[config.mk]
export PLATFORM = sky130hd
export DESIGN_NAME = i2csr_slave_rx
export DESIGN_NICKNAME = d
export VERILOG_FILES = /design/src/verilog/i2csr_pkg.sv /design/src/verilog/i2csr_sync.sv /design/src/verilog/i2csr_cond.sv /design/src/verilog/i2csr_slave_rx.sv
export SDC_FILE = /design/constraint.sdc
export NUM_CORES = 1
export LEC_CHECK = 0
export BUFFER_PORTS_ARGS = -buffer_cell sky130_fd_sc_hd__buf_2
export CAP_MARGIN = 20
export CORE_MARGIN = 8
export CORE_UTILIZATION = 28
export CTS_CLUSTER_DIAMETER = 100
export CTS_CLUSTER_SIZE = 16
export DETAILED_ROUTE_END_ITERATION = 16
export PLACE_DENSITY = 0.48
export RECOVER_POWER = 25
export SYNTH_ARGS = -nofsm -noshare
export SYNTH_HDL_FRONTEND = slang
export SYNTH_SLANG_ARGS = --single-unit
[constraint.sdc]
create_clock -name sys_clk -period 2.8 [get_ports sys_clk]
set_input_delay 0.14 -clock sys_clk [delete_from_list [all_inputs] [get_ports sys_clk]]
set_output_delay 0.14 -clock sys_clk [all_outputs]
set_load 0.1 [all_outputs]
[src/verilog/i2csr_pkg.sv]
package i2csr_pkg;

  // clock rate and bus timing
  localparam int CLK_MHZ         = 200;
  localparam int T_START_HOLD_NS = 600;
  localparam int T_STOP_BUF_NS   = 1300;
  localparam int START_HOLD_CYC  = (T_START_HOLD_NS * CLK_MHZ + 999) / 1000;
  localparam int STOP_BUF_CYC    = (T_STOP_BUF_NS * CLK_MHZ + 999) / 1000;
  localparam int TCNT_W          = 10;

  // register byte offsets
  localparam logic [4:0] OFS_CTRL_SET = 5'h00;
  localparam logic [4:0] OFS_CTRL_CLR = 5'h04;
  localparam logic [4:0] OFS_STATUS   = 5'h08;
  localparam logic [4:0] OFS_DATA     = 5'h0C;
  localparam logic [4:0] OFS_OWN_ADDR = 5'h10;
  localparam logic [4:0] OFS_IRQ_STAT = 5'h14;
  localparam logic [4:0] OFS_IRQ_MASK = 5'h18;

  // control_set_register bit positions
  localparam int CTL_AA  = 2;
  localparam int CTL_SI  = 3;
  localparam int CTL_STO = 4;
  localparam int CTL_STA = 5;
  localparam int CTL_EN  = 6;

  // interrupt status bits
  localparam int IRQ_SI    = 0;
  localparam int IRQ_STOP  = 1;
  localparam int IRQ_START = 2;
  localparam int IRQ_W     = 3;

  // status codes, general call address and bits per byte
  localparam logic [7:0] STS_START_SENT = 8'h08;
  localparam logic [7:0] STS_OWN_W      = 8'h60;
  localparam logic [7:0] STS_ARB_OWN_W  = 8'h68;
  localparam logic [7:0] STS_GC         = 8'h70;
  localparam logic [7:0] STS_ARB_GC     = 8'h78;
  localparam logic [7:0] STS_OWN_ACK    = 8'h80;
  localparam logic [7:0] STS_OWN_NACK   = 8'h88;
  localparam logic [7:0] STS_GC_ACK     = 8'h90;
  localparam logic [7:0] STS_GC_NACK    = 8'h98;
  localparam logic [7:0] STS_NONE       = 8'hF8;
  localparam logic [7:0] GC_ADDR        = 8'h00;
  localparam logic [3:0] BITS_PER_BYTE  = 4'h8;

  typedef enum logic [3:0] {
    ST_IDLE, ST_ADDR, ST_DATA, ST_ACK, ST_HOLD, ST_SKIP, ST_GEN, ST_MST, ST_STOP
  } i2csr_state_t;

endpackage

[src/verilog/i2csr_sync.sv]
`timescale 1ns/100ps
module i2csr_sync
  import i2csr_pkg::*;
(
  input  wire logic       sys_clk,
  input  wire logic       srst,
  input  wire logic [1:0] pin_in,
  output logic      [1:0] pin_sync
);

  typedef struct packed {
    logic [1:0] s1;
    logic [1:0] s2;
  } i2csr_sync_t;

  i2csr_sync_t r_r;
  i2csr_sync_t r_nxt;

  // two-stage synchroniser, idle bus level is high
  always_comb begin
    r_nxt    = r_r;
    r_nxt.s1 = pin_in;
    r_nxt.s2 = r_r.s1;
  end

  always_ff @(posedge sys_clk) begin
    if (srst) begin
      r_r <= '{s1: 2'h3, s2: 2'h3};
    end else begin
      r_r <= r_nxt;
    end
  end

  assign pin_sync = r_r.s2;

endmodule

[src/verilog/i2csr_cond.sv]
`timescale 1ns/100ps
module i2csr_cond
  import i2csr_pkg::*;
(
  input  wire logic sys_clk,
  input  wire logic srst,
  input  wire logic scl_s,
  input  wire logic sda_s,
  output logic      scl_rise,
  output logic      scl_fall,
  output logic      start_det,
  output logic      stop_det
);

  typedef struct packed {
    logic scl_d;
    logic sda_d;
  } i2csr_cond_t;

  i2csr_cond_t r_r;
  i2csr_cond_t r_nxt;

  // previous levels of both lines
  always_comb begin
    r_nxt       = r_r;
    r_nxt.scl_d = scl_s;
    r_nxt.sda_d = sda_s;
  end

  always_ff @(posedge sys_clk) begin
    if (srst) begin
      r_r <= '{scl_d: 1'b1, sda_d: 1'b1};
    end else begin
      r_r <= r_nxt;
    end
  end

  // edges and bus conditions, start/stop only while clock stays high
  assign scl_rise  = scl_s & ~r_r.scl_d;
  assign scl_fall  = ~scl_s & r_r.scl_d;
  assign start_det = scl_s & r_r.scl_d & r_r.sda_d & ~sda_s;
  assign stop_det  = scl_s & r_r.scl_d & ~r_r.sda_d & sda_s;

endmodule

[src/verilog/i2csr_slave_rx.sv]
// The Avalon-MM interface to the registers and the register offsets were decided locally.
`timescale 1ns/100ps
module i2csr_slave_rx
  import i2csr_pkg::*;
(
  input  wire logic        sys_clk,
  input  wire logic        srst,
  // avalon-mm slave
  input  wire logic [4:0]  avs_address,
  input  wire logic        avs_read,
  input  wire logic        avs_write,
  input  wire logic [31:0] avs_writedata,
  input  wire logic [3:0]  avs_byteenable,
  output logic      [31:0] avs_readdata,
  output logic             avs_waitrequest,
  // interrupt
  output logic             irq,
  // open-drain bus lines
  input  wire logic        scl_i,
  output logic             scl_o,
  output logic             scl_oe_n,
  input  wire logic        sda_i,
  output logic             sda_o,
  output logic             sda_oe_n
);

  typedef struct packed {
    i2csr_state_t        st;
    logic [3:0]          bitcnt;
    logic [7:0]          shift;
    logic [7:0]          data;
    logic [7:0]          status;
    logic [7:0]          status_pend;
    logic [7:0]          own_addr;
    logic                aa;
    logic                si;
    logic                start_request_bit;
    logic                stop_request_bit;
    logic                en;
    logic                gc_mode;
    logic                ack_plan;
    logic                sda_low;
    logic                scl_low;
    logic                busy;
    logic                start_pend;
    logic                arb_lost;
    logic [TCNT_W-1:0]   tcnt;
    logic [IRQ_W-1:0]    irq_stat;
    logic [IRQ_W-1:0]    irq_mask;
    logic                done;
    logic [31:0]         rdata;
  } i2csr_regs_t;

  i2csr_regs_t r_r;
  i2csr_regs_t r_nxt;

  logic [1:0] pin_sync;
  logic       scl_s;
  logic       sda_s;
  logic       scl_rise;
  logic       scl_fall;
  logic       start_det;
  logic       stop_det;
  logic       req;
  logic       wr_ok;
  logic [7:0] wbyte;

  // pins into the clock domain
  i2csr_sync u_sync (
    .sys_clk  (sys_clk),
    .srst     (srst),
    .pin_in   ({scl_i, sda_i}),
    .pin_sync (pin_sync)
  );

  assign scl_s = pin_sync[1];
  assign sda_s = pin_sync[0];

  // start, stop and clock edge detection
  i2csr_cond u_cond (
    .sys_clk   (sys_clk),
    .srst      (srst),
    .scl_s     (scl_s),
    .sda_s     (sda_s),
    .scl_rise  (scl_rise),
    .scl_fall  (scl_fall),
    .start_det (start_det),
    .stop_det  (stop_det)
  );

  // control bits packed for read-back
  function automatic logic [7:0] ctrl_word(input i2csr_regs_t s);
    ctrl_word          = 8'h00;
    ctrl_word[CTL_AA]  = s.aa;
    ctrl_word[CTL_SI]  = s.si;
    ctrl_word[CTL_STO] = s.stop_request_bit;
    ctrl_word[CTL_STA] = s.start_request_bit;
    ctrl_word[CTL_EN]  = s.en;
  endfunction

  // register read mux, unmapped offsets read zero
  function automatic logic [31:0] read_mux(input i2csr_regs_t s, input logic [4:0] a);
    read_mux = 32'h0000_0000;
    case (a)
      OFS_CTRL_SET: read_mux[7:0] = ctrl_word(s);
      OFS_STATUS:   read_mux[7:0] = s.si ? s.status : STS_NONE;
      OFS_DATA:     read_mux[7:0] = s.data;
      OFS_OWN_ADDR: read_mux[7:0] = s.own_addr;
      OFS_IRQ_STAT: read_mux[IRQ_W-1:0] = s.irq_stat;
      OFS_IRQ_MASK: read_mux[IRQ_W-1:0] = s.irq_mask;
      default:      read_mux = 32'h0000_0000;
    endcase
  endfunction

  // bus handshake: one wait cycle per access
  assign req   = avs_read | avs_write;
  assign wr_ok = avs_write & r_r.done & avs_byteenable[0];
  assign wbyte = avs_writedata[7:0];

  always_comb begin
    r_nxt = r_r;

    // access acknowledge and read data capture
    r_nxt.done = req & ~r_r.done;
    if (avs_read && !r_r.done) begin
      r_nxt.rdata = read_mux(r_r, avs_address);
    end

    // software writes
    if (wr_ok) begin
      case (avs_address)
        OFS_CTRL_SET: begin
          if (wbyte[CTL_AA]) r_nxt.aa = 1'b1;
          if (wbyte[CTL_STO]) r_nxt.stop_request_bit = 1'b1;
          if (wbyte[CTL_STA]) r_nxt.start_request_bit = 1'b1;
          if (wbyte[CTL_EN]) r_nxt.en = 1'b1;
        end
        OFS_CTRL_CLR: begin
          if (wbyte[CTL_AA]) r_nxt.aa = 1'b0;
          if (wbyte[CTL_SI]) r_nxt.si = 1'b0;
          if (wbyte[CTL_STA]) r_nxt.start_request_bit = 1'b0;
          if (wbyte[CTL_EN]) r_nxt.en = 1'b0;
        end
        OFS_DATA:     r_nxt.data = wbyte;
        OFS_OWN_ADDR: r_nxt.own_addr = wbyte;
        OFS_IRQ_STAT: r_nxt.irq_stat = r_r.irq_stat & ~wbyte[IRQ_W-1:0];
        OFS_IRQ_MASK: r_nxt.irq_mask = wbyte[IRQ_W-1:0];
        default: ;
      endcase
    end

    // bus busy tracking and stop handling
    if (stop_det) begin
      r_nxt.busy               = 1'b0;
      r_nxt.irq_stat[IRQ_STOP] = 1'b1;
      if (r_r.st != ST_GEN && r_r.st != ST_MST && r_r.st != ST_STOP) begin
        r_nxt.st      = ST_IDLE;
        r_nxt.sda_low = 1'b0;
      end
    end

    // a foreign start while our own start waits means it was overtaken
    if (start_det) begin
      r_nxt.busy = 1'b1;
      if (r_r.start_pend && r_r.st != ST_GEN) begin
        r_nxt.arb_lost = 1'b1;
      end
      if (r_r.en && r_r.st != ST_GEN && r_r.st != ST_MST && r_r.st != ST_STOP) begin
        r_nxt.st      = ST_ADDR;
        r_nxt.bitcnt  = 4'h0;
        r_nxt.sda_low = 1'b0;
      end
    end

    if (!start_det && !stop_det) begin
      unique case (r_r.st)
        // wait for a pending start and a free bus
        ST_IDLE: begin
          if (r_r.start_pend && !r_r.busy && r_r.en) begin
            r_nxt.st      = ST_GEN;
            r_nxt.sda_low = 1'b1;
            r_nxt.tcnt    = '0;
          end
        end

        // shift in address or data bits on rising clock
        ST_ADDR, ST_DATA: begin
          if (scl_rise) begin
            r_nxt.shift  = {r_r.shift[6:0], sda_s};
            r_nxt.bitcnt = r_r.bitcnt + 4'h1;
          end
          if (scl_fall && r_r.bitcnt == BITS_PER_BYTE) begin
            if (r_r.st == ST_ADDR) begin
              // own address write or general call, only with acknowledge set
              if (r_r.aa && r_r.shift[7:1] == r_r.own_addr[7:1] && !r_r.shift[0]) begin
                r_nxt.st          = ST_ACK;
                r_nxt.sda_low     = 1'b1;
                r_nxt.gc_mode     = 1'b0;
                r_nxt.arb_lost    = 1'b0;
                r_nxt.status_pend = r_r.arb_lost ? STS_ARB_OWN_W : STS_OWN_W;
              end else if (r_r.aa && r_r.shift == GC_ADDR && r_r.own_addr[0]) begin
                r_nxt.st          = ST_ACK;
                r_nxt.sda_low     = 1'b1;
                r_nxt.gc_mode     = 1'b1;
                r_nxt.arb_lost    = 1'b0;
                r_nxt.status_pend = r_r.arb_lost ? STS_ARB_GC : STS_GC;
              end else begin
                r_nxt.st = ST_SKIP;
              end
            end else begin
              // data byte answered as chosen when the flag was cleared
              r_nxt.st      = ST_ACK;
              r_nxt.sda_low = r_r.ack_plan;
              if (r_r.ack_plan) begin
                r_nxt.status_pend = r_r.gc_mode ? STS_GC_ACK : STS_OWN_ACK;
              end else begin
                r_nxt.status_pend = r_r.gc_mode ? STS_GC_NACK : STS_OWN_NACK;
              end
            end
          end
        end

        // end of acknowledge bit: raise flag and stretch the clock
        ST_ACK: begin
          if (scl_fall) begin
            r_nxt.sda_low          = 1'b0;
            r_nxt.scl_low          = 1'b1;
            r_nxt.si               = 1'b1;
            r_nxt.status           = r_r.status_pend;
            r_nxt.data             = r_r.shift;
            r_nxt.irq_stat[IRQ_SI] = 1'b1;
            r_nxt.st               = ST_HOLD;
          end
        end

        // clock held low until software clears the flag
        ST_HOLD: begin
          if (!r_r.si) begin
            r_nxt.scl_low = 1'b0;
            if (r_r.status == STS_OWN_NACK || r_r.status == STS_GC_NACK) begin
              r_nxt.st = ST_SKIP;
              if (r_r.start_request_bit) begin
                r_nxt.start_pend = 1'b1;
                r_nxt.start_request_bit        = 1'b0;
              end
            end else begin
              r_nxt.st       = ST_DATA;
              r_nxt.bitcnt   = 4'h0;
              r_nxt.ack_plan = r_r.aa;
            end
          end
        end

        // not addressed or data byte refused, wait for the next start or stop
        ST_SKIP: begin
          r_nxt.sda_low = 1'b0;
        end

        // hold data low with clock high, then pull the clock low
        ST_GEN: begin
          r_nxt.tcnt = r_r.tcnt + TCNT_W'(1);
          if (r_r.tcnt == TCNT_W'(START_HOLD_CYC - 1)) begin
            r_nxt.scl_low             = 1'b1;
            r_nxt.start_pend          = 1'b0;
            r_nxt.si                  = 1'b1;
            r_nxt.status              = STS_START_SENT;
            r_nxt.irq_stat[IRQ_SI]    = 1'b1;
            r_nxt.irq_stat[IRQ_START] = 1'b1;
            r_nxt.st                  = ST_MST;
          end
        end

        // bus owned; clearing the flag gives it back with a stop
        ST_MST: begin
          if (!r_r.si) begin
            r_nxt.scl_low = 1'b0;
            r_nxt.stop_request_bit     = 1'b0;
            r_nxt.tcnt    = '0;
            r_nxt.st      = ST_STOP;
          end
        end

        // release data after the clock has been high long enough
        ST_STOP: begin
          r_nxt.tcnt = r_r.tcnt + TCNT_W'(1);
          if (r_r.tcnt == TCNT_W'(STOP_BUF_CYC - 1)) begin
            r_nxt.sda_low = 1'b0;
            r_nxt.st      = ST_IDLE;
          end
        end
      endcase
    end

    // disabling the block drops the bus at once
    if (!r_r.en) begin
      r_nxt.st         = ST_IDLE;
      r_nxt.sda_low    = 1'b0;
      r_nxt.scl_low    = 1'b0;
      r_nxt.start_pend = 1'b0;
    end
  end

  always_ff @(posedge sys_clk) begin
    if (srst) begin
      r_r <= '{
        st:          ST_IDLE,
        bitcnt:      4'h0,
        shift:       8'h00,
        data:        8'h00,
        status:      STS_NONE,
        status_pend: STS_NONE,
        own_addr:    8'h00,
        aa:          1'b0,
        si:          1'b0,
        start_request_bit:         1'b0,
        stop_request_bit:         1'b0,
        en:          1'b0,
        gc_mode:     1'b0,
        ack_plan:    1'b0,
        sda_low:     1'b0,
        scl_low:     1'b0,
        busy:        1'b0,
        start_pend:  1'b0,
        arb_lost:    1'b0,
        tcnt:        '0,
        irq_stat:    '0,
        irq_mask:    '0,
        done:        1'b0,
        rdata:       32'h0000_0000
      };
    end else begin
      r_r <= r_nxt;
    end
  end

  // outputs
  assign avs_waitrequest = req & ~r_r.done;
  assign avs_readdata    = r_r.rdata;
  assign irq             = |(r_r.irq_stat & r_r.irq_mask);
  assign scl_o           = 1'b0;
  assign sda_o           = 1'b0;
  assign scl_oe_n        = ~r_r.scl_low; // low while pulling clock down
  assign sda_oe_n        = ~r_r.sda_low; // low while pulling data down

endmodule

* Yosys cells after proc, flatten, opt, wreduce, memory -nomap -nowiden
Index checks and enable logic that the tools add are counted.
** Operators by class
- $add $sub $neg :: 2
- Eq/ne operators :: 36
- Multiplexer cells :: 110
- Bitwise gates (word level) :: 24
- Reduce and logical (&&, ||, !) cells :: 51
** Operator list (number)
- two-way mux 8 bit :: 14
- two-way mux 4 bit :: 13
- two-way mux 1 bit :: 51
- two-way mux 40 bit :: 1
- case mux 10 bit (3 select lines) :: 1
- case mux 4 bit (7 select lines) :: 1
- two-way mux 12 bit :: 2
- inequality test 2 bit, second input constant :: 12
- AND reduction 4 bit :: 6
- two-way mux 10 bit :: 2
- case mux 5 bit (4 select lines) :: 1
- two-way mux 3 bit :: 6
- case mux 3 bit (6 select lines) :: 1
- == test 4 x 3 -> 1 bit, second input constant :: 4
- == test 8 bit, second input constant :: 2
- two-way mux 16 bit :: 1
- case mux 8 bit (2 select lines) :: 1
- == test 5 bit, second input constant :: 3
- logical AND 1 bit :: 15
- two-way mux 5 bit :: 3
- nonzero test 2 bit :: 7
- case mux 1 bit (2 select lines) :: 6
- adder 10 x 1 -> 10 bit, second input constant :: 1
- bitwise AND 1 bit :: 10
- 33 further kinds :: 59
** Word-level totals
- Register bits after elaboration :: 91
- Input bits :: 47
- Output and inout bits :: 38
- Word-level logic and storage cells :: 252

* Depth between registers and ports, before layout
Gate-level depths: netlist (run 1).
- Word-level depth :: 13
- Depth in mapped cells :: 8
- Mapped depth without buffers :: 7

* Hierarchy
From an unflattened synthesis (run 1), not the netlist that was laid out.
** Unflattened totals
- Cell total of the unflattened synthesis :: 575
- Area total of the unflattened synthesis :: 4827.1 µm²
** By module, submodules not included
- i2csr_slave_rx :: instances 1, cells an instance 559, area each 4636.9 µm², seq. area each 1541.5 µm²
- i2csr_sync :: instances 1, cells an instance 8, area each 105.1 µm², seq. area each 80.1 µm²
- i2csr_cond :: instances 1, cells an instance 8, area each 85.1 µm², seq. area each 40.0 µm²

* Worst setup path after synthesis (run 1)
Ideal clock, no wire load.
- Path type :: reg2reg
- Start :: register r_r[39] (netlist name)
- End :: register r_r[81] (netlist name)
- Setup time :: 0.122 ns
- Arrival time :: 1.839 ns
- Data required time :: 2.678 ns
- Setup slack :: 0.839 ns
- Stages on the path, launching flop included :: 6
- Buffers on the path :: 0
- Clock period less this slack :: 1.961 ns
- Path through :: dfxtp_1 ha_1 or4b_4 nor4_4 o21ai_4 a221o_1
** Between the ends
- Word-level cells in the longest chain between the ends :: 3
** RTL lines
- start, declared :: RTL line i2csr_slave_rx.sv:54 : i2csr_regs_t r_r;
- start signal, assigned :: RTL line i2csr_slave_rx.sv:305 : r_r <= '{
- start signal, assigned :: RTL line i2csr_slave_rx.sv:332 : r_r <= r_nxt;
- == test 10 x 7 -> 1 bit :: RTL line i2csr_slave_rx.sv:262 : if (r_r.tcnt == TCNT_W'(START_HOLD_CYC - 1)) begin
- inequality test 2 bit (no line)
- AND reduction 4 bit (no line)
No other way between the ends.
A chain may end at the register's enable or synchronous reset.

* Worst setup path after layout (run 1)
- Start :: register r_r[107] (netlist name)
- End :: register r_r[104] (netlist name)
** Between the ends
- Word-level cells in the longest chain between the ends :: 10
- Elaborated cells between the ends (all ways) :: 17
- Classes of those cells :: 6 x eq/ne; 7 x mux; 4 x reduce/logical
** RTL lines
- inequality test 4 x 3 -> 1 bit :: RTL line i2csr_slave_rx.sv:168 : if (r_r.en && r_r.st != ST_GEN && r_r.st != ST_MST && r_r.st != ST_STOP) begin
- logical AND 1 bit (3 in a row) :: RTL line i2csr_slave_rx.sv:168
- two-way mux 8 bit :: RTL line i2csr_slave_rx.sv:168
- two-way mux 8 bit :: RTL line i2csr_slave_rx.sv:163 : if (start_det) begin
- two-way mux 4 bit :: RTL line i2csr_slave_rx.sv:240 : if (r_r.status == STS_OWN_NACK || r_r.status == STS_GC_NACK) begin
- two-way mux 8 bit :: RTL line i2csr_slave_rx.sv:238 : if (!r_r.si) begin
- case mux 4 bit (2 select lines) :: RTL line i2csr_slave_rx.sv:176 : unique case (r_r.st)
- two-way mux 40 bit * :: RTL line i2csr_slave_rx.sv:175 : if (!start_det && !stop_det) begin
Every way passes the cells marked *; elsewhere a longest branch is shown, timed or not.

==> flow_summary.yaml, run 1 <==
global_route:
  grt_pass1_wl_um: 19700
  grt_pass1_vias: 3694
  antenna_found_initial: 0
  grtUsageTotal: 0.121
  grt_max_degree: 44
  grt-ovfl-total: 0
finish:
  seq_area_um2: 1660
  design_area_um2: 5130
  nets: 625
  final_cells: 800
  drive_gt1_frac: 0.119
  fin_util: 0.313
  n_antenna_cell: 0
  syn_to_final_growth_pct: 10.4
  num-fill-cells: 1742
  multi_input_area_um2: 2630
sta:
  worst_pin_slew_ns: 1.85
  post-route-min-period_ns: 2.34
  clock_skew_ns: 0.0134
  fmax_mhz: 428
  setup_ws_ns: 0.461
  slew_headroom: -0.233
  setup_tns_ns: 0
  rsz0062_at_grt: "no"
  setup_viol: 0
  timing.hold.ws_ns: 0.0709
  hold_violations: 0
  fin_crit_sh: 0.835
  finalMaxSlewViolations: 44
run:
  max_cap_violations: 1
synth:
  synth_top_area_share: 0.358
  synth_top_family_by_area: "simple AND/OR/NAND/NOR gates"
  synthArstFlopShare: 0
  synth_mux_area_frac: 0.0452
  yosys_most_used_dff: "dfxtp_1"
  synth_compound_area_frac: 0.188
  yosys.area.top_type: "dfxtp_1"
  synth_xor_area_frac: 0.0339
  synth_fa_ha_area_frac: 0.00808
  synth_cell_type_count: 72
  synth_area_leaders: "dfxtp_1 (36%), buf_4 (6.9%), nor2_1 (4.9%), a21oi_1 (4.7%), mux2i_1 (4.5%)"
  synth_cells: 555
  syn_area_per_cell_um2: 8.37
  ys_seq_area_frac: 0.358
  synth_area_um2: 4650
  synth-simple-area-share: 0.269
  ys_seq_elements: 83
  yosys_warnings: 0
  synth-edff-count: 0
critical_path:
  worst_ep_arrival_time_ns: 2.48
  cp_num_buf_inv: 0
  crit_cells: 6
  reg2regPathDepth: 6
  worstPathRequired_ns: 2.94
  r2r-end: "r_r[104]$_SDFF_PP0_"
  path_cells: "or4b_1, nand3b_1, nand2_1, a21boi_1, o21ai_1, a21oi_1"
  endpoint: "r_r[104]$_SDFF_PP0_"
  crit_family: "simple AND/OR/NAND/NOR gates"
  r2r-start: "r_r[107]$_SDFF_PP0_"
  rrSetupSlack_ns: 0.46
  endpoint_kind: "flip-flop"
  criticalPathCategory: "reg -> reg"
  cp-start-kind: "flip-flop"
  cp_max_fo: 17
  max_stage_delay_ns: 0.79
  startpoint: "r_r[107]$_SDFF_PP0_"
  worst_path_max_delay_cell: "dfxtp_1"
power:
  p_leak_nw: 1.97
  peakVddDrop_uv: 286
  p_per_area_nw_per_um2: 507
  finalPower_mw: 2.60
cts:
  cts_htree_levels: 3
  max-clock-path-buffers: 2
  cts_buffers: 9
  postCtsSetupRepairBufs: 0
  cts_sinks: 83
  cts_tree: "built"
  cts_hold_buf: 2
  clock-root-buffer: "clkbuf_16"
  cts_resized: 0
  clock_latency_ns: 0.35
  clk_pin_slew_ns: 0.07
place:
  dp.cells: 782
  place_area_um2: 4860
  gp_congestion: 0.913
  post-place-ws_ns: 0.574
  io_buffer_count: 31
  hpwl_um: 9360
detailed_routing:
  drt-vias-per-instance: 5.00
  vias: 4002
  wl_per_cell_um: 15.9
  ant_nets: 0
  drc: 0
  firstDrtPassIters: 5
  drt_wl_total_um: 12700
  drtIter0Drc: 351
floorplan:
  die_h_um: 145
  dieArea_um2: 21000
  start_util: 0.283
  rows: 47
  die_w_um: 145
  ioPinCount: 85
  core_area_um2: 16400
status:
  status: "finished, violations left"
  violations: "max-capacitance violations, max-slew violations"
min_path:
  holdPathStages: 3
  hold_class: "in -> reg"
[worst reg2reg max path, delay by kind of cell (launching register included)]
kind / cells / cell delay [ns]
flip-flops: 1 / 0.79
AO/OA/AOI/OAI: 3 / 0.33
AND/OR/NAND/NOR: 3 / 1.01
[registers in the layout, indices dropped and copies added (netlist names)]
| register | cells |
|---|---|
| u_sync.r_nxt | 2 |
| u_sync.pin_sync | 2 |
| avs_readdata | 8 |
| u_cond.r_r | 2 |
| r_r | 69 |
[routing by layer]
layer,vias to the layer above,GRT usage,wire length [µm]
met1,1897,0.164,6130
met3,13,0.0200,779
li1,1980,-,-
met5,-,0,0
met2,112,0.187,5670
met4,0,0.0455,165
[where the power goes]
group | total [mW] | internal [mW] | switching (mW)
Clock | 1.14 | 0.610 | 0.531
Sequential | 1.19 | 1.19 | 0.00613
Combinational | 0.269 | 0.0347 | 0.234
[cell usage after synthesis, types with 3 or more instances]
cell type / count
dfxtp_1: 83
nor2_1: 61
nand2_1: 45
a21oi_1: 44
buf_4: 43
nand3_1: 25
mux2i_1: 21
a22oi_1: 15
o21ai_0: 15
nor2b_1: 14
a211oi_1: 12
inv_1: 11
xor2_1: 11
clkbuf_1: 10
a31oi_1: 9
nand2b_1: 9
nor3_1: 8
buf_2: 7
nand4_1: 7
xnor2_1: 7
or2_2: 6
o21ai_1: 5
nand3b_1: 4
or3_1: 4
a221o_1: 3
and2_1: 3
and3_1: 3
and3b_1: 3
ha_1: 3
nand4b_1: 3
nor4_1: 3
nor4b_1: 3
o211ai_1: 3
o22ai_1: 3
[logic make-up (layout without fill, tap and decap cells)]
logic type / count (synthesis) / after routing
buffers and inverters: 73 / 73
XOR/XNOR: 18 / 18
multiplexers: 21 / 21
other: 1 / 26
adder cells (fa/ha/maj): 3 / 3
AND/OR/NAND/NOR: 223 / 223
AO/OA/AOI/OAI: 133 / 133
flip-flops: 83 / 83
[layout make-up]
type                       instances  area share
clock buffer                      10      0.0446
sequential                        83       0.324
clock inverter                     6     0.00951
inverter                          11     0.00804
timing repair buffer              46      0.0488
multi-input combinational        424       0.512
tap                              220      0.0536
[worst min path at each step]
stage / endpoint / from / slack (ns)
5_1_grt: r_r[68]$_SDFFE_PP0P_ / avs_writedata[7] / 0.06
3_3_place_gp: u_sync.r_nxt[0]$_SDFF_PP1_ / sda_i / 0.33
3_5_place_dp: u_sync.r_nxt[0]$_SDFF_PP1_ / sda_i / 0.33
2_1_floorplan: u_sync.r_nxt[0]$_SDFF_PP1_ / sda_i / 0.24
4_1_cts: r_r[68]$_SDFFE_PP0P_ / avs_writedata[7] / 0.06
6_report: r_r[68]$_SDFFE_PP0P_ / avs_writedata[7] / 0.07
[cell usage in the layout, fill, tap and decap left out, types with 4 or more instances in the layout]
master	n
xor2_1	11
nand4_1	7
inv_1	11
conb_1	26
o21ai_0	15
a22oi_1	15
clkbuf_16	9
nand3b_1	4
o21ai_1	5
a211oi_1	12
nor3_1	8
or2_2	6
nor2_1	61
xnor2_1	7
a31oi_1	9
buf_2	18
nand2_1	45
or3_1	4
nand3_1	25
nand2b_1	9
buf_4	11
a21oi_1	44
clkbuf_1	15
mux2i_1	21
dfxtp_1	83
nor2b_1	14
(Power assumes the default switching activity.)
==> inputs of run 2 (changes only) <==
--- a/config.mk
+++ b/config.mk
@@ -5,6 +5,7 @@
 export SDC_FILE = /design/constraint.sdc
 export NUM_CORES = 1
 export LEC_CHECK = 0
+export ABC_AREA = 1
 export BUFFER_PORTS_ARGS = -buffer_cell sky130_fd_sc_hd__buf_2
 export CAP_MARGIN = 20
 export CORE_MARGIN = 8
@@ -12,7 +13,7 @@
 export CTS_CLUSTER_DIAMETER = 100
 export CTS_CLUSTER_SIZE = 16
 export DETAILED_ROUTE_END_ITERATION = 16
-export PLACE_DENSITY = 0.48
+export PLACE_DENSITY = 0.5
 export RECOVER_POWER = 25
 export SYNTH_ARGS = -nofsm -noshare
 export SYNTH_HDL_FRONTEND = slang
==> constraint.sdc (replaced) <==
create_clock -name sys_clk -period 2 [get_ports sys_clk]
set_input_delay 0.1 -clock sys_clk [delete_from_list [all_inputs] [get_ports sys_clk]]
set_output_delay 0.1 -clock sys_clk [all_outputs]
set_load 0.1 [all_outputs]
==> run 2 against run 1 <==
Compared with the run above: the run now ends clean; via count grew 7.8%; total power up 50%; critical path depth is 3 higher; clock-buffer cell count unchanged; routed wire length rose by 2.4%; non-clock buffer count grew 13; largest cell class unchanged.
==> flow_summary.yaml, run 2 <==
cts:
  clk_pin_slew_ns: 0.07
  cts_buffers: 9
  cts_sinks: 83
  postCtsSetupRepairBufs: 0
  clock_latency_ns: 0.35
  clock-root-buffer: "clkbuf_16"
  max-clock-path-buffers: 2
  cts_tree: "built"
  cts_htree_levels: 3
global_route:
  grt-busiest-layer: "met2"
  use_met3: 0.0332
  grt_max_degree: 35
  gr-usage-met1: 0.170
  grt_pass1_vias: 4064
  grtUsageTotal: 0.131
  grt_pass1_wl_um: 21100
  grt-ovfl-total: 0
  grt.met2_usage: 0.206
  antenna_found_initial: 0
synth:
  yosys.area.top_type: "dfxtp_1"
  synth_top_area_share: 0.366
  yosys_most_used_dff: "dfxtp_1"
  synthArstFlopShare: 0
  yosys_warnings: 0
  synth_top_family_by_area: "simple AND/OR/NAND/NOR gates"
  ys_seq_area_frac: 0.366
  yosysMostFrequentCell: "nand2_1"
  synth_cells: 669
  synth-edff-count: 0
  synth_xor_area_frac: 0.00964
  synth_mux_area_frac: 0
  synth_fa_ha_area_frac: 0.00826
  synth_cell_type_count: 43
  synthTopCellsByCount: "nand2_1 (143), inv_1 (90), dfxtp_1 (83)"
  synth_area_leaders: "dfxtp_1 (37%), nand2_1 (12%), inv_1 (7.4%), a21oi_1 (7.0%), o21ai_0 (5.9%)"
  synth_area_um2: 4540
  ys_seq_elements: 83
  syn_area_per_cell_um2: 6.79
  synth-simple-area-share: 0.276
  synth_compound_area_frac: 0.193
floorplan:
  die_h_um: 143
  die_w_um: 143
  rows: 46
  ioPinCount: 85
  dieArea_um2: 20600
  core_area_um2: 15900
  start_util: 0.286
critical_path:
  rrSetupSlack_ns: 0.22
  cp-start-kind: "flip-flop"
  worstPathRequired_ns: 2.21
  criticalPathCategory: "reg -> reg"
  max_stage_delay_ns: 0.41
  cp_max_fo: 6
  worst_ep_arrival_time_ns: 1.99
  worst_path_max_delay_cell: "dfxtp_1"
  endpoint_kind: "flip-flop"
  path_cells: "inv_1, nor2_1, nand2_1, inv_1, nand3_1, nand2_1, inv_1, o21ai_0, nand2_1"
power:
  finalPower_mw: 3.90
  p_per_area_nw_per_um2: 735
  peakVddDrop_uv: 431
  p_leak_nw: 2.31
sta:
  hold_violations: 0
  rsz0062_at_grt: "no"
  post-route-min-period_ns: 1.78
  fmax_mhz: 561
  setup_tns_ns: 0
  finalMaxSlewViolations: 0
  slew_headroom: 0.212
  fin_crit_sh: 0.892
  clock_skew_ns: 0.00923
  timing.hold.ws_ns: 0.0248
  setup_viol: 0
  worst_pin_slew_ns: 1.19
detailed_routing:
  drt-vias-per-instance: 4.59
  wl_per_cell_um: 13.9
  ant_nets: 0
  drc: 0
  drtIter0Drc: 308
  firstDrtPassIters: 5
  drt_wl_total_um: 13000
  vias: 4315
finish:
  fin_util: 0.335
  largest_reg_flops: 69
  final_common_cell: "nand2_1"
  syn_to_final_growth_pct: 17.0
  regMostFlops: "r_r"
  n_antenna_cell: 0
  layout_common_cells: "nand2_1 (142), inv_1 (90), dfxtp_1 (81)"
  nets: 769
  drive_gt1_frac: 0.131
place:
  hpwl_um: 10100
  gp_congestion: 0.918
  io_buffer_count: 31
status:
  status: "complete, no violations"
min_path:
  hold_class: "in -> reg"
run:
  max_cap_violations: 0
==> run 2: cell types whose count changed in the layout (fill, tap and decap cells not counted), sizes merged, moves of 9 or more <==
cell / change
o21ai: +37
a22oi: -15
inv: +84
a21oi: +19
nand2: +105
nor2b: -14
buf: +13
a211oi: -9
nand2b: -9
mux2i: -21
==> run 2: power by group <==
group | total (mW) | internal, mW | switching, mW
sequential | 1.67 | 1.66 | 0.00639
clock | 1.85 | 1.13 | 0.721
combinational | 0.387 | 0.0510 | 0.336
total | 3.90 | 2.84 | 1.06
==> run 2: timing repair <==
item                                    CTS  global route
hold buffers                              3             0
endpoints found under the setup margin    0             2
resized for setup                         0             6
endpoints found under the hold margin     3             0
==> run 2: worst paths after layout <==
kind	cells after the start	startpoint	end
max	9	r_r[105]$_SDFF_PP0_	r_r[75]$_SDFFE_PP1P_
min	3	avs_writedata[6]	r_r[67]$_SDFFE_PP0P_
max reg2reg	9	r_r[105]$_SDFF_PP0_	r_r[75]$_SDFFE_PP1P_
min reg2reg	1	u_sync.r_nxt[0]$_SDFF_PP1_	u_sync.pin_sync[0]$_SDFF_PP1_
==> run 2: logic make-up (layout without fill, tap and decap cells) <==
| family | after synthesis | in the layout |
|---|---|---|
| adder cells (fa/ha/maj) | 3 | 3 |
| buffers and inverters | 142 | 172 |
| AO/OA/AOI/OAI | 155 | 155 |
| other | 1 | 26 |
| XOR/XNOR | 5 | 5 |
| flip-flops | 83 | 83 |
| AND/OR/NAND/NOR | 280 | 280 |
==> run 2: metal layers <==
layer | wire length [µm] | share of wire
met2 | 5820 | 0.45
met5 | 0 | 0
met1 | 6170 | 0.47
met4 | 209 | 0.016
met3 | 844 | 0.065
==> run 2: area by class of cell <==
type / count / area, µm²
multi-input combinational: 469 / 2330
clock inverter: 6 / 88.8
timing repair buffer: 59 / 360
tap: 216 / 270
fill: 1789 / 10600
sequential: 83 / 1660
clock buffer: 10 / 239
inverter: 97 / 364
==> run 2: worst max-delay path, delay by kind of cell, from the launching register on <==
kind,cells,cell delay (ns)
simple gates,5,0.67
compound gates,1,0.17
flops,1,0.41
buf+inv,3,0.40
==> run 2: metrics by stage <==
stage                     worst slack [ns]  area, µm²  cells
after floorplan                      0.318       4640    694
after global placement               0.204       4980    921
after detailed placement             0.155       4980    921
after CTS                            0.131       5340    940
after global routing               0.00108       5320    940
final                                0.217       5320    940
==> inputs of run 3 (changes only) <==
--- a/config.mk
+++ b/config.mk
@@ -13,7 +13,7 @@
 export CTS_CLUSTER_DIAMETER = 100
 export CTS_CLUSTER_SIZE = 16
 export DETAILED_ROUTE_END_ITERATION = 16
-export PLACE_DENSITY = 0.5
+export PLACE_DENSITY = 0.48
 export RECOVER_POWER = 25
 export SYNTH_ARGS = -nofsm -noshare
 export SYNTH_HDL_FRONTEND = slang
==> constraint.sdc (replaced) <==
create_clock -name sys_clk -period 1.94 [get_ports sys_clk]
set_input_delay 0.097 -clock sys_clk [delete_from_list [all_inputs] [get_ports sys_clk]]
set_output_delay 0.097 -clock sys_clk [all_outputs]
set_load 0.1 [all_outputs]
==> run 3 against run 2 <==
Compared with the run above: combinational power grew 4%; clock-buffer cell count grew 1; global-route usage grew 0.14 points; via count grew 1.5%; die area is the same; hold slack lost 0.0022 ns; critical path depth is the same; register-to-register slack lost 0.02 ns; core utilization is essentially flat; clock skew shrank 0.0029 ns; fmax grew 2.3%; critical path type unchanged.
==> flow_summary.yaml, run 3 (synthesized netlist as in run 2, its figures left out) <==
status:
  status: "complete, no violations"
floorplan:
  rows: 46
  core_area_um2: 15900
  die_h_um: 143
  die_w_um: 143
  dieArea_um2: 20600
  ioPinCount: 85
  start_util: 0.286
detailed_routing:
  drtIter0Drc: 348
  drt_wl_total_um: 13600
  drc: 0
  vias: 4380
  wl_per_cell_um: 14.4
  ant_nets: 0
  firstDrtPassIters: 5
  drt-vias-per-instance: 4.63
global_route:
  grt_max_degree: 35
  antenna_found_initial: 0
  grtUsageTotal: 0.132
  grt_pass1_vias: 4029
  grt-ovfl-total: 0
  grt_pass1_wl_um: 21000
finish:
  layout_common_cells: "nand2_1 (143), inv_1 (90), dfxtp_1 (80)"
  final_cells: 946
  final_common_cell: "nand2_1"
  largest_reg_flops: 69
  n_antenna_cell: 0
  regMostFlops: "r_r"
  drive_gt1_frac: 0.144
  nets: 776
  syn_to_final_growth_pct: 16.9
place:
  gp_congestion: 0.919
  post-place-ws_ns: 0.131
  dp.cells: 926
  hpwl_um: 10600
  io_buffer_count: 31
sta:
  hold_violations: 0
  finalMaxSlewViolations: 0
  fin_crit_sh: 0.899
  fmax_mhz: 574
  setup_ws_ns: 0.197
  slew_headroom: 0.207
  clock_skew_ns: 0.00629
  worst_pin_slew_ns: 1.19
  setup_viol: 0
  rsz0062_at_grt: "yes"
  post-route-min-period_ns: 1.74
min_path:
  holdPathStages: 3
  hold_class: "in -> reg"
  whs_endpoint: "r_r[64]$_SDFFE_PP0P_"
  hold_path_startpoint: "avs_writedata[3]"
critical_path:
  r2r-end: "r_r[47]$_SDFFE_PP0P_"
  reg2regPathDepth: 9
  endpoint_kind: "flip-flop"
  r2r-start: "u_sync.pin_sync[0]$_SDFF_PP1_"
  worst_path_max_delay_cell: "dfxtp_1"
  max_stage_delay_ns: 0.40
  criticalPathCategory: "reg -> reg"
  path_cells: "nand2_1, nor2_1, inv_2, nand2_2, nor2_1, nand2_4, o21ai_4, buf_4, nor3b_1"
  rrSetupSlack_ns: 0.20
  worstPathRequired_ns: 2.21
  cp-start-kind: "flip-flop"
  cp_max_fo: 9
  cp_common_cell: "nor2_1"
  worst_ep_arrival_time_ns: 2.01
power:
  finalPower_mw: 3.74
  peakVddDrop_uv: 377
  p_per_area_nw_per_um2: 704
  p_leak_nw: 2.32
cts:
  max-clock-path-buffers: 2
  cts_sinks: 83
  cts_tree: "built"
  cts_buffers: 9
  clock_latency_ns: 0.34
  cts_htree_levels: 3
  clk_pin_slew_ns: 0.06
  clock-root-buffer: "clkbuf_16"
run:
  max_cap_violations: 0
run 3: cell types whose count changed in the layout (fill, tap and decap cells not counted), sizes merged:
cell / previous run / this run
buf: 42 / 52
bufinv: 2 / 0
clkbuf: 24 / 23
clkinv: 2 / 1
clkinvlp: 2 / 3
dlygate4sd3: 3 / 2
run 3: per-layer routing:
| metal | vias to the layer above | track usage | routed length, µm |
|---|---|---|---|
| li1 | 2252 | - | - |
| met4 | 0 | 0.0515 | 233 |
| met5 | - | 0 | 0 |
| met3 | 14 | 0.0232 | 901 |
| met1 | 1991 | 0.178 | 6430 |
| met2 | 123 | 0.206 | 6030 |
run 3: area by class of cell:
class / instances / area [µm²]
timing repair buffer: 66 / 414
clock inverter: 4 / 27.5
tap: 216 / 270
inverter: 97 / 364
clock buffer: 11 / 243
multi-input combinational: 469 / 2330
sequential: 83 / 1670
fill: 1763 / 10600
run 3: power breakdown:
part | internal [mW] | switching [mW]
Clock | 0.894 | 0.723
Sequential | 1.71 | 0.00704
Combinational | 0.0567 | 0.348
Total | 2.66 | 1.08
run 3: timing repair:
item                                   4_1_cts  5_1_grt
gates resized for setup                      0        7
endpoints found under the hold margin        2        0
hold buffers                                 2        0
setup endpoints to repair                    0        9
setup buffers                                0        3
run 3: metrics by stage:
stage                     instance area (µm²)  TNS, ns  hold slack, ns   util
final                                    5310        0          0.0226  0.334
after global routing                     5310  -0.0152         0.00874  0.334
after CTS                                5300        0         0.00899  0.333
after detailed placement                 5000        0           0.285  0.315
after global placement                   5000        0           0.284  0.315
after floorplan                          4640        0           0.201      -
run 3: worst max-delay path: cells and delay by family (launching register included):
kind	cells	cell delay (ns)
simple gates	6	0.83
flops	1	0.40
buf+inv	2	0.32
compound gates	1	0.11
run 3: worst max-delay path by stage:
| stage | start | end | slack (ns) | cells after the start |
|---|---|---|---|---|
| after detailed placement | r_r[39]$_SDFFE_PP0P_ | r_r[80]$_SDFFE_PP1P_ | 0.13 | 8 |
| after global routing | r_r[105]$_SDFF_PP0_ | r_r[75]$_SDFFE_PP1P_ | -0.01 | 11 |
| after global placement | r_r[107]$_SDFF_PP0_ | r_r[44]$_SDFFE_PP0P_ | 0.14 | 11 |
| after CTS | r_r[39]$_SDFFE_PP0P_ | r_r[80]$_SDFFE_PP1P_ | 0.12 | 8 |
| final | u_sync.pin_sync[0]$_SDFF_PP1_ | r_r[47]$_SDFFE_PP0P_ | 0.20 | 9 |
| after floorplan | r_r[32]$_SDFF_PP0_ | avs_waitrequest | 0.26 | 1 |
